`src/hw/fbp_pkg.sv`:
```
// package: constants and carrier types for the flash block protection logic
package fbp_pkg;
  // ------------------------------------------------------------
  // address map and decode
  // ------------------------------------------------------------
  localparam int ADDR_W = 16;
  localparam logic [15:0] ARRAY_TOP = 16'hffff;
  localparam logic [15:0] PROT_BYTE_ADDR = 16'hff7e;
  localparam logic [1:0] START_HI_BITS = 2'h3;
  localparam logic [5:0] START_LO_BITS = 6'h00;
  localparam logic [7:0] PROT_ALL_ONES = 8'hff;
  localparam logic [7:0] PROT_ALL_ZERO = 8'h00;
  localparam logic [7:0] PROT_RESET = 8'hff;
  localparam logic [9:0] PAGE_MASK_HI = 10'h3ff;

  // ------------------------------------------------------------
  // sequence states
  // ------------------------------------------------------------
  typedef enum logic [2:0] {
    FBP_IDLE = 3'b000,
    FBP_SEL = 3'b001,
    FBP_CHECKED = 3'b010,
    FBP_LATCHED = 3'b011,
    FBP_HV = 3'b100
  } fbp_state_e;

  // control bits written by software
  typedef struct packed {
    logic hv;
    logic mass;
    logic erase;
    logic program_select;
  } fbp_ctrl_s;

  // signals driven into the array
  typedef struct packed {
    logic hv_on;
    logic pgm_on;
    logic erase_on;
    logic mass_on;
    logic standby;
  } fbp_array_s;
endpackage

```
`src/hw/fbp_range_check.sv`:
```
// module: decodes the protect start address and compares against it
module fbp_range_check (
  input wire logic [7:0] prot_byte_i,
  input wire logic [15:0] addr_i,
  input wire logic test_voltage_i,
  output logic [15:0] start_addr_o,
  output logic guarded_o
);
  // bits [13:6] from the byte, top two forced high, low six zero
  assign start_addr_o = {fbp_pkg::START_HI_BITS, prot_byte_i,
                         fbp_pkg::START_LO_BITS};

  wire all_zero = (prot_byte_i == fbp_pkg::PROT_ALL_ZERO);
  wire all_ones = (prot_byte_i == fbp_pkg::PROT_ALL_ONES);
  // start addr reaches up to the top, so >= means inside the range
  wire in_range = (addr_i >= start_addr_o) &&
                  (addr_i <= fbp_pkg::ARRAY_TOP);

  // zero byte guards everything, even below the c000 window
  assign guarded_o = !test_voltage_i && !all_ones &&
                     (all_zero || in_range);
endmodule

```
`src/hw/fbp_block_protect.sv`:
```
// module: flash block protection and program/erase sequencing guard
// ------------------------------------------------------------
// ------------------------------------------------------------
module fbp_block_protect (
  input wire logic SYS_CLK_I,
  input wire logic RESET_N_I,
  input wire logic CTRL_WR_I,
  input wire fbp_pkg::fbp_ctrl_s CTRL_DATA_I,
  input wire logic PROT_RD_I,
  input wire logic ARRAY_WR_I,
  input wire logic [15:0] ARRAY_ADDR_I,
  input wire logic [7:0] ARRAY_DATA_I,
  input wire logic TEST_VOLTAGE_LEVEL_I,
  input wire logic WAIT_ENTRY_I,
  input wire logic STOP_ENTRY_I,
  output fbp_pkg::fbp_ctrl_s CTRL_O,
  output logic [7:0] PROTECT_START_BYTE_O,
  output logic [15:0] LATCHED_ADDR_O,
  output logic GUARDED_O,
  output logic HV_REFUSED_O,
  output fbp_pkg::fbp_array_s ARRAY_O
);
  // ------------------------------------------------------------
  // state
  // ------------------------------------------------------------
  fbp_pkg::fbp_state_e state_reg, state_next;
  fbp_pkg::fbp_ctrl_s ctrl_reg, ctrl_next;
  fbp_pkg::fbp_array_s array_reg, array_next;
  logic [7:0] prot_reg, prot_next;
  logic [15:0] laddr_reg, laddr_next;
  logic guarded_reg, refused_reg, refused_next;

  // ------------------------------------------------------------
  // decode
  // ------------------------------------------------------------
  logic [15:0] start_addr;
  logic guarded;
  fbp_range_check u_range (
    .prot_byte_i(prot_reg),
    .addr_i(laddr_reg),
    .test_voltage_i(TEST_VOLTAGE_LEVEL_I),
    .start_addr_o(start_addr),
    .guarded_o(guarded)
  );

  wire busy = ctrl_reg.program_select || ctrl_reg.erase;
  wire low_power = WAIT_ENTRY_I || STOP_ENTRY_I;
  wire abort = low_power && (busy || ctrl_reg.hv);
  wire prot_open = (prot_reg == fbp_pkg::PROT_ALL_ONES) ||
                   TEST_VOLTAGE_LEVEL_I;
  // mass erase is whole-array, so any guarded page forbids it
  wire mass_ok = prot_open;
  // interlock: a write asking for both selects keeps the old pair
  wire both_req = CTRL_DATA_I.program_select && CTRL_DATA_I.erase;
  wire new_pgm = both_req ? ctrl_reg.program_select :
                 (CTRL_DATA_I.program_select && !ctrl_reg.erase);
  wire new_erase = both_req ? ctrl_reg.erase :
                   (CTRL_DATA_I.erase && !ctrl_reg.program_select);
  wire hv_req = CTRL_WR_I && CTRL_DATA_I.hv && !ctrl_reg.hv;
  wire seq_ok = (state_reg == fbp_pkg::FBP_LATCHED) && busy;
  wire mass_block = ctrl_reg.erase && ctrl_reg.mass && !mass_ok;
  wire hv_grant = hv_req && seq_ok && !guarded &&
                  !mass_block;
  wire prot_in_page = (laddr_reg[15:6] ==
                       fbp_pkg::PROT_BYTE_ADDR[15:6]);
  wire prog_write = (state_reg == fbp_pkg::FBP_HV) && ctrl_reg.program_select &&
                    ARRAY_WR_I && !guarded;
  wire prog_hits_prot = prog_write &&
                        (ARRAY_ADDR_I == fbp_pkg::PROT_BYTE_ADDR);
  wire erase_done = (state_reg == fbp_pkg::FBP_HV) && ctrl_reg.erase &&
                    CTRL_WR_I && !CTRL_DATA_I.erase;
  wire erase_hits_prot = erase_done && !guarded &&
                         (ctrl_reg.mass || prot_in_page);

  // ------------------------------------------------------------
  // next state
  // ------------------------------------------------------------
  always_comb begin
    state_next = state_reg;
    ctrl_next = ctrl_reg;
    laddr_next = laddr_reg;
    prot_next = prot_reg;
    refused_next = 1'b0;
    if (CTRL_WR_I) begin
      ctrl_next.program_select = new_pgm;
      ctrl_next.erase = new_erase;
      ctrl_next.mass = CTRL_DATA_I.mass;
      ctrl_next.hv = CTRL_DATA_I.hv ? (ctrl_reg.hv || hv_grant) : 1'b0;
      refused_next = hv_req && !hv_grant;
    end
    unique case (state_reg)
      fbp_pkg::FBP_IDLE: begin
        if (busy) state_next = fbp_pkg::FBP_SEL;
      end
      fbp_pkg::FBP_SEL: begin
        if (PROT_RD_I) state_next = fbp_pkg::FBP_CHECKED;
      end
      fbp_pkg::FBP_CHECKED: begin
        if (ARRAY_WR_I) begin
          laddr_next = ARRAY_ADDR_I;
          state_next = fbp_pkg::FBP_LATCHED;
        end
      end
      fbp_pkg::FBP_LATCHED: begin
        if (hv_grant) state_next = fbp_pkg::FBP_HV;
      end
      fbp_pkg::FBP_HV: begin
        if (!ctrl_reg.hv) state_next = fbp_pkg::FBP_IDLE;
      end
      default: state_next = fbp_pkg::FBP_IDLE;
    endcase
    // the protect byte follows only real array program/erase cycles
    if (prog_hits_prot) prot_next = prot_reg & ARRAY_DATA_I;
    if (erase_hits_prot) prot_next = fbp_pkg::PROT_ALL_ONES;
    if (!busy && !ctrl_reg.hv && state_reg != fbp_pkg::FBP_HV)
      state_next = busy ? state_next : fbp_pkg::FBP_IDLE;
    if (abort) begin
      ctrl_next = '0;
      state_next = fbp_pkg::FBP_IDLE;
    end
  end

  // standby drops every array control line
  always_comb begin
    array_next.hv_on = ctrl_next.hv && !abort;
    array_next.pgm_on = ctrl_next.program_select && !abort;
    array_next.erase_on = ctrl_next.erase && !abort;
    array_next.mass_on = ctrl_next.mass && ctrl_next.erase && !abort;
    array_next.standby = abort ||
                         (array_reg.standby && !busy && !CTRL_WR_I);
    if (array_next.standby) begin
      array_next.hv_on = 1'b0;
      array_next.pgm_on = 1'b0;
      array_next.erase_on = 1'b0;
      array_next.mass_on = 1'b0;
    end
  end

  // ------------------------------------------------------------
  // registers
  // ------------------------------------------------------------
  always_ff @(posedge SYS_CLK_I or negedge RESET_N_I) begin
    if (!RESET_N_I) begin
      state_reg <= fbp_pkg::FBP_IDLE;
      ctrl_reg <= '0;
      array_reg <= '0;
      prot_reg <= fbp_pkg::PROT_RESET;
      laddr_reg <= '0;
      guarded_reg <= 1'b0;
      refused_reg <= 1'b0;
    end else begin
      state_reg <= state_next;
      ctrl_reg <= ctrl_next;
      array_reg <= array_next;
      prot_reg <= prot_next;
      laddr_reg <= laddr_next;
      guarded_reg <= guarded;
      refused_reg <= refused_next;
    end
  end

  assign CTRL_O = ctrl_reg;
  assign PROTECT_START_BYTE_O = prot_reg;
  assign LATCHED_ADDR_O = laddr_reg;
  assign GUARDED_O = guarded_reg;
  assign HV_REFUSED_O = refused_reg;
  assign ARRAY_O = array_reg;

  // ------------------------------------------------------------
  // checks
  // ------------------------------------------------------------
  AST_NO_HV_GUARDED: assert property (@(posedge SYS_CLK_I)
    disable iff (!RESET_N_I) hv_req && guarded |=> !ctrl_reg.hv)
    else $error("high voltage set inside guarded range");
  AST_INTERLOCK: assert property (@(posedge SYS_CLK_I)
    disable iff (!RESET_N_I) !(ctrl_reg.program_select && ctrl_reg.erase))
    else $error("program and erase selected together");
  AST_HV_NEEDS_SEL: assert property (@(posedge SYS_CLK_I)
    disable iff (!RESET_N_I) $rose(ctrl_reg.hv) |->
      $past(state_reg) == fbp_pkg::FBP_LATCHED)
    else $error("high voltage without proper sequence");
  AST_MASS_LOCK: assert property (@(posedge SYS_CLK_I)
    disable iff (!RESET_N_I) hv_req && mass_block |=> !ctrl_reg.hv)
    else $error("mass erase allowed while protected");
  AST_ABORT: assert property (@(posedge SYS_CLK_I)
    disable iff (!RESET_N_I) abort |=> ctrl_reg == '0 &&
      array_reg.standby && state_reg == fbp_pkg::FBP_IDLE)
    else $error("low power entry did not abort");
  AST_STANDBY: assert property (@(posedge SYS_CLK_I)
    disable iff (!RESET_N_I) array_reg.standby |->
      !array_reg.hv_on && !array_reg.pgm_on && !array_reg.erase_on)
    else $error("array line active in standby");
  AST_START_ADDR: assert property (@(posedge SYS_CLK_I)
    disable iff (!RESET_N_I) start_addr[15:14] == 2'h3 &&
      start_addr[5:0] == 6'h00 && start_addr[13:6] == prot_reg)
    else $error("start address decode wrong");
  AST_ALL_ONES_OPEN: assert property (@(posedge SYS_CLK_I)
    disable iff (!RESET_N_I) prot_reg == 8'hff |-> !guarded)
    else $error("all-ones byte guarded something");
  AST_ZERO_GUARD: assert property (@(posedge SYS_CLK_I)
    disable iff (!RESET_N_I) prot_reg == 8'h00 &&
      !TEST_VOLTAGE_LEVEL_I |-> guarded)
    else $error("all-zero byte left array open");
  AST_PROT_WRITE: assert property (@(posedge SYS_CLK_I)
    disable iff (!RESET_N_I) !prog_write && !erase_done |=>
      $stable(prot_reg))
    else $error("protect byte changed outside a sequence");
  COV_GRANT: cover property (@(posedge SYS_CLK_I) hv_grant);
  COV_REFUSE: cover property (@(posedge SYS_CLK_I) hv_req && guarded);
  COV_ABORT: cover property (@(posedge SYS_CLK_I) abort);
  COV_BYPASS: cover property (@(posedge SYS_CLK_I)
    TEST_VOLTAGE_LEVEL_I && prot_reg == 8'h00 && hv_grant);
endmodule

```
`config.mk`:
```
export PLATFORM = sky130hd
export DESIGN_NAME = fbp_block_protect
export DESIGN_NICKNAME = d
export VERILOG_FILES = /design/src/hw/fbp_pkg.sv /design/src/hw/fbp_range_check.sv /design/src/hw/fbp_block_protect.sv
export SDC_FILE = /design/constraint.sdc
export NUM_CORES = 1
export LEC_CHECK = 0
export ABC_CLOCK_PERIOD_IN_PS = 4600
export BUFFER_PORTS_ARGS = -buffer_cell sky130_fd_sc_hd__buf_2
export CAP_MARGIN = 20
export CORE_MARGIN = 2
export CORE_UTILIZATION = 52
export DETAILED_ROUTE_END_ITERATION = 10
export HOLD_SLACK_MARGIN = 0.05
export PLACE_DENSITY = 0.93
export SYNTH_ARGS = -nofsm -noshare
export SYNTH_HDL_FRONTEND = slang
export SYNTH_SLANG_ARGS = --single-unit
export TNS_END_PERCENT = 30
```
`constraint.sdc`:
```
create_clock -name SYS_CLK_I -period 4.6 [get_ports SYS_CLK_I]
set_clock_uncertainty 0.15 [all_clocks]
set_input_delay 1.15 -clock SYS_CLK_I [delete_from_list [all_inputs] [get_ports SYS_CLK_I]]
set_output_delay 1.15 -clock SYS_CLK_I [all_outputs]
set_load 0.005 [all_outputs]
```
### Word-level counts from Yosys, hierarchy flattened

Index checks and enable logic that the tools add are counted.

| word-level totals | value |
|---|---|
| flip-flop bits (word level) | 38 |
| bits of input ports | 36 |
| output and inout port bits | 35 |
| word-level logic and storage cells | 102 |

| operators by class | value |
|---|---|
| order comparisons | 2 |
| equality and inequality tests | 8 |
| muxes and demuxes | 18 |
| bitwise gates (word level) | 1 |
| reduce and logical (&&, ||, !) cells | 59 |

Operator list:

| kind | count |
|---|---|
| 1-bit logical AND | 34 |
| 3-bit two-way mux | 8 |
| 16-bit equality test (second input constant) | 1 |
| 16-bit greater-or-equal comparator | 1 |
| 16-bit less-or-equal comparator (second input constant) | 1 |
| 8-bit two-way mux | 2 |
| 3-bit one-hot mux with 5 select lines | 1 |
| 1-bit zero test | 13 |
| 4-bit two-way mux | 3 |
| 10-bit equality test (second input constant) | 1 |
| 8-bit bitwise AND | 1 |
| 8-bit equality test (second input constant) | 1 |
| 8-bit zero test | 1 |
| 1-bit logical OR | 8 |
| 3-bit by 2-bit equality test with 1-bit output (second input constant) | 2 |
| 1-bit two-way mux | 4 |
| 3-bit by 1-bit equality test with 1-bit output (second input constant) | 1 |
| 3-bit equality test (second input constant) | 1 |
| 3-bit zero test | 1 |
| 3-bit != test (second input constant) | 1 |
| 2-bit AND reduction | 1 |
| 2-bit nonzero test | 1 |

### Longest topological paths before layout

| depth | value |
|---|---|
| word-level depth | 14 |
| depth in mapped cells | 9 |
| depth with buffers taken out | 8 |

### Hierarchy

A second synthesis with hierarchy kept.

| second synthesis, totals | value |
|---|---|
| cell total of the unflattened synthesis | 201 |
| area, all modules | 2087.0 µm² |

Modules (own cells, without submodules):

| module | times used | cells each | area each (µm²) |
|---|---|---|---|
| fbp_block_protect | 1 | 142 | 1681.6 |
| fbp_range_check | 1 | 59 | 405.4 |

### Worst setup path before layout

Ideal clock, no wire load.

| timing path | value |
|---|---|
| path type | input to register |
| from | input port ARRAY_WR_I |
| to | register laddr_reg[0] (netlist: LATCHED_ADDR_O[0]) |
| arrival time | 2147 ps |
| required time | 4325 ps |
| path slack | 2178 ps |
| cell stages on the path | 4 |
| path buffers | 2 |
| path through | nor4bb_1 buf_2 buf_2 mux2_2 |

| between the ends | value |
|---|---|
| word-level cells in the longest chain between the ends | 1 |

Ends and longest elaborated chain:

| item | line | source |
|---|---|---|
| start: declaration | fbp_block_protect.sv:10 | `input wire logic ARRAY_WR_I,` |
| 2-bit AND reduction (no line) | -- |  |
| end signal: assignment | fbp_block_protect.sv:156 | `laddr_reg <= laddr_next;` |
| end: declaration | fbp_block_protect.sv:30 | `logic [15:0] laddr_reg, laddr_next;` |

Every way passes these cells.
A chain may end at the register's enable or synchronous reset.

==> flow_metrics.env <==
export IMPL_area_growth_pct=24.6
export IMPL_critical_path_class="reg -> reg"
export IMPL_seq_area_frac_synth=0.513
export IMPL_antenna_cells=0
export IMPL_die_w_um=64.0
export IMPL_cts_hold_buf=0
export IMPL_synth_most_common_cell="dfrtp_1"
export IMPL_grt_pass1_vias=1587
export IMPL_ctsResizeCount=0
export IMPL_max_cap_viol_count=0
export IMPL_cts_buffers=5
export IMPL_nNetsFinal=287
export IMPL_synth_main_ff_cell="dfrtp_1"
export IMPL_path_common_cell="a21oi_1"
export IMPL_power_density_nw_per_um2=371
export IMPL_synthTopCellsByCount="30 x dfrtp_1, 15 x mux2_2, 15 x nor2_1, 12 x nand2_1, 9 x inv_1"
export IMPL_floorplan_initialDensity=0.553
export IMPL_hpwl_um=3350
export IMPL_worstHoldStart="PROTECT_START_BYTE_O[4]$_DFFE_PN1P_"
export IMPL_drc=0
export IMPL_yosysTopAreaCell="dfrtp_1"
export IMPL_end_kind="flop"
export IMPL_leakagePower_uw=0.00123
export IMPL_cp_slowest_cell="dfstp_2"
export IMPL_grt_pass1_wl_um=7290
export IMPL_synth_top_area_frac=0.401
export IMPL_netlist_top_cells_area="dfrtp_1 40%, dfstp_2 11%, mux2_2 9.0%"
export IMPL_power_total_uw=865
export IMPL_die_area_um2=4100
export IMPL_finalSetupTns_ps=0
export IMPL_min_path_type="reg -> reg"
export IMPL_gr_usage_all_layers=0.231
export IMPL_slowest_delay_ps=580
export IMPL_insertion_delay_ps=340
export IMPL_firstDrtPassIters=4
export IMPL_final_antenna_net_count=0
export IMPL_fillers=273
export IMPL_ys_ff_latch=38
export IMPL_post_route_period_util=0.549
export IMPL_drt_iter0_markers=69
export IMPL_critPathLaunch="PROTECT_START_BYTE_O[7]$_DFFE_PN1P_"
export IMPL_largest_reg_flops=16
export IMPL_port_buffers=70
export IMPL_wl_um=4280
export IMPL_routedWlPerCell_um=14.8
export IMPL_post_cts_repair_setup_buffers=0
export IMPL_setup_viol=0
export IMPL_dp_cells=282
export IMPL_cts_root_buf="clkbuf_4"
export IMPL_fin_cells=290
export IMPL_die_y_um=64.0
export IMPL_critPathLaunchType="flop"
export IMPL_fmax_mhz=396
export IMPL_required_ps=4740
export IMPL_crit_fanout=6
export IMPL_synth_warnings=0
export IMPL_cts_tree="done"
export IMPL_synth_cells=170
export IMPL_antenna_found_initial=0
export IMPL_cp_arrival_ps=2660
export IMPL_rows=21
export IMPL_reg2reg_from="PROTECT_START_BYTE_O[7]$_DFFE_PN1P_"
export IMPL_ir_worst_vdd_mv=0.260
export IMPL_core_um2=3390
export IMPL_crit_chain="inv_1 -> ha_1 -> a21oi_1 -> nor2_1 -> a21oi_1 -> a41oi_2 -> nor4_2 -> o2111a_1"
export IMPL_grt_max_degree=39
export IMPL_syn_nets=214
export IMPL_viasPerCell=5.52
export IMPL_cts_max_level=2
export IMPL_netlist_area_um2=1870
export IMPL_synth_edf_count=0
export IMPL_grt_setup_unrepaired="false"
export IMPL_path_clk_slew_ps=110
export IMPL_layout_min_cycle_time_ps=2530
export IMPL_syn_area_per_cell_um2=11.0
export IMPL_drv_slew=0
export IMPL_numClockSinks=38
export IMPL_async_flop_share=1.00
export IMPL_status="finished, final reports clean"
export IMPL_overflow=0
export IMPL_clockBufferDepth=2
export IMPL_worstMarginPinSlew_ps=1040
export IMPL_via_count=1601
export IMPL_gp_congestion=0.827
export IMPL_pin_count=71
export IMPL_yosysUniqueCellTypes=38
export IMPL_slew_headroom=0.307
export IMPL_hold_viol_final=0
export IMPL_layout_drive_gt1_share=0.430
## final timing paths
path,cells past startpoint,slack (ps),end
max in group asynchronous,1,3040,GUARDED_O$_DFF_PN0_
worst max register to register,8,2070,ARRAY_O[4]$_DFF_PN0_
worst min register to register,2,390,PROTECT_START_BYTE_O[4]$_DFFE_PN1P_
worst max-delay path,8,2070,ARRAY_O[4]$_DFF_PN0_
min in group asynchronous,1,750,state_reg[0]$_DFF_PN0_
worst min-delay path,2,390,PROTECT_START_BYTE_O[4]$_DFFE_PN1P_
## where the power goes
group          internal (uW)  leakage (uW)  total [uW]  switching, uW
logic                    122      0.000714         224            102
clock network           75.4     0.0000326         176            101
registers                398      0.000487         465           66.5
## logic make-up after synthesis
group / Yosys count / share of synthesized area
AOI/OAI and AO/OA: 29 / 0.115
DFF: 38 / 0.513
adders and majority gates: 8 / 0.0534
muxes: 16 / 0.0955
and+or+nand+nor: 66 / 0.194
buffers and inverters: 13 / 0.0294
## per-stage QoR
step,instance area [um2],setup slack [ps],util,hold slack [ps]
after floorplan,1870,2180,-,327
after global placement,2270,1780,0.671,364
after detailed placement,2270,1760,0.671,370
after CTS,2330,2060,0.688,391
after global routing,2330,1850,0.688,415
final,2330,2070,0.688,391
## worst max-delay path, delay by kind of cell, from the launching register on
kind,cells,cell delay [ps]
fa+ha+maj,1,300
simple gates,2,500
flops,1,580
buf+inv,1,70
compound gates,4,870
## cells in the final DEF (no fill, tap or decap), drive strengths merged, types with 9 or more instances in the layout
cell type / n
mux2: 15
dfrtp: 30
inv: 9
nor2: 15
nand2: 12
buf: 70
## per-layer routing
metal | wire (um) | vias up | share of wire | GRT usage
li1 | - | 775 | - | -
met1 | 1870 | 760 | 0.44 | 0.304
met2 | 2100 | 62 | 0.49 | 0.367
met3 | 267 | 4 | 0.062 | 0.0739
met4 | 44 | 0 | 0.010 | 0.0598
met5 | 0 | - | 0 | 0
## area by class of cell
type                       instances  area, um2  area share
sequential                        38        961       0.412
clock buffer                       8       58.8      0.0252
inverter                           9       33.8      0.0145
tap                               46       57.6      0.0247
timing repair buffer              70        350       0.150
multi-input combinational        119        872       0.374
No activity file was read; power rests on OpenSTA's default activity.
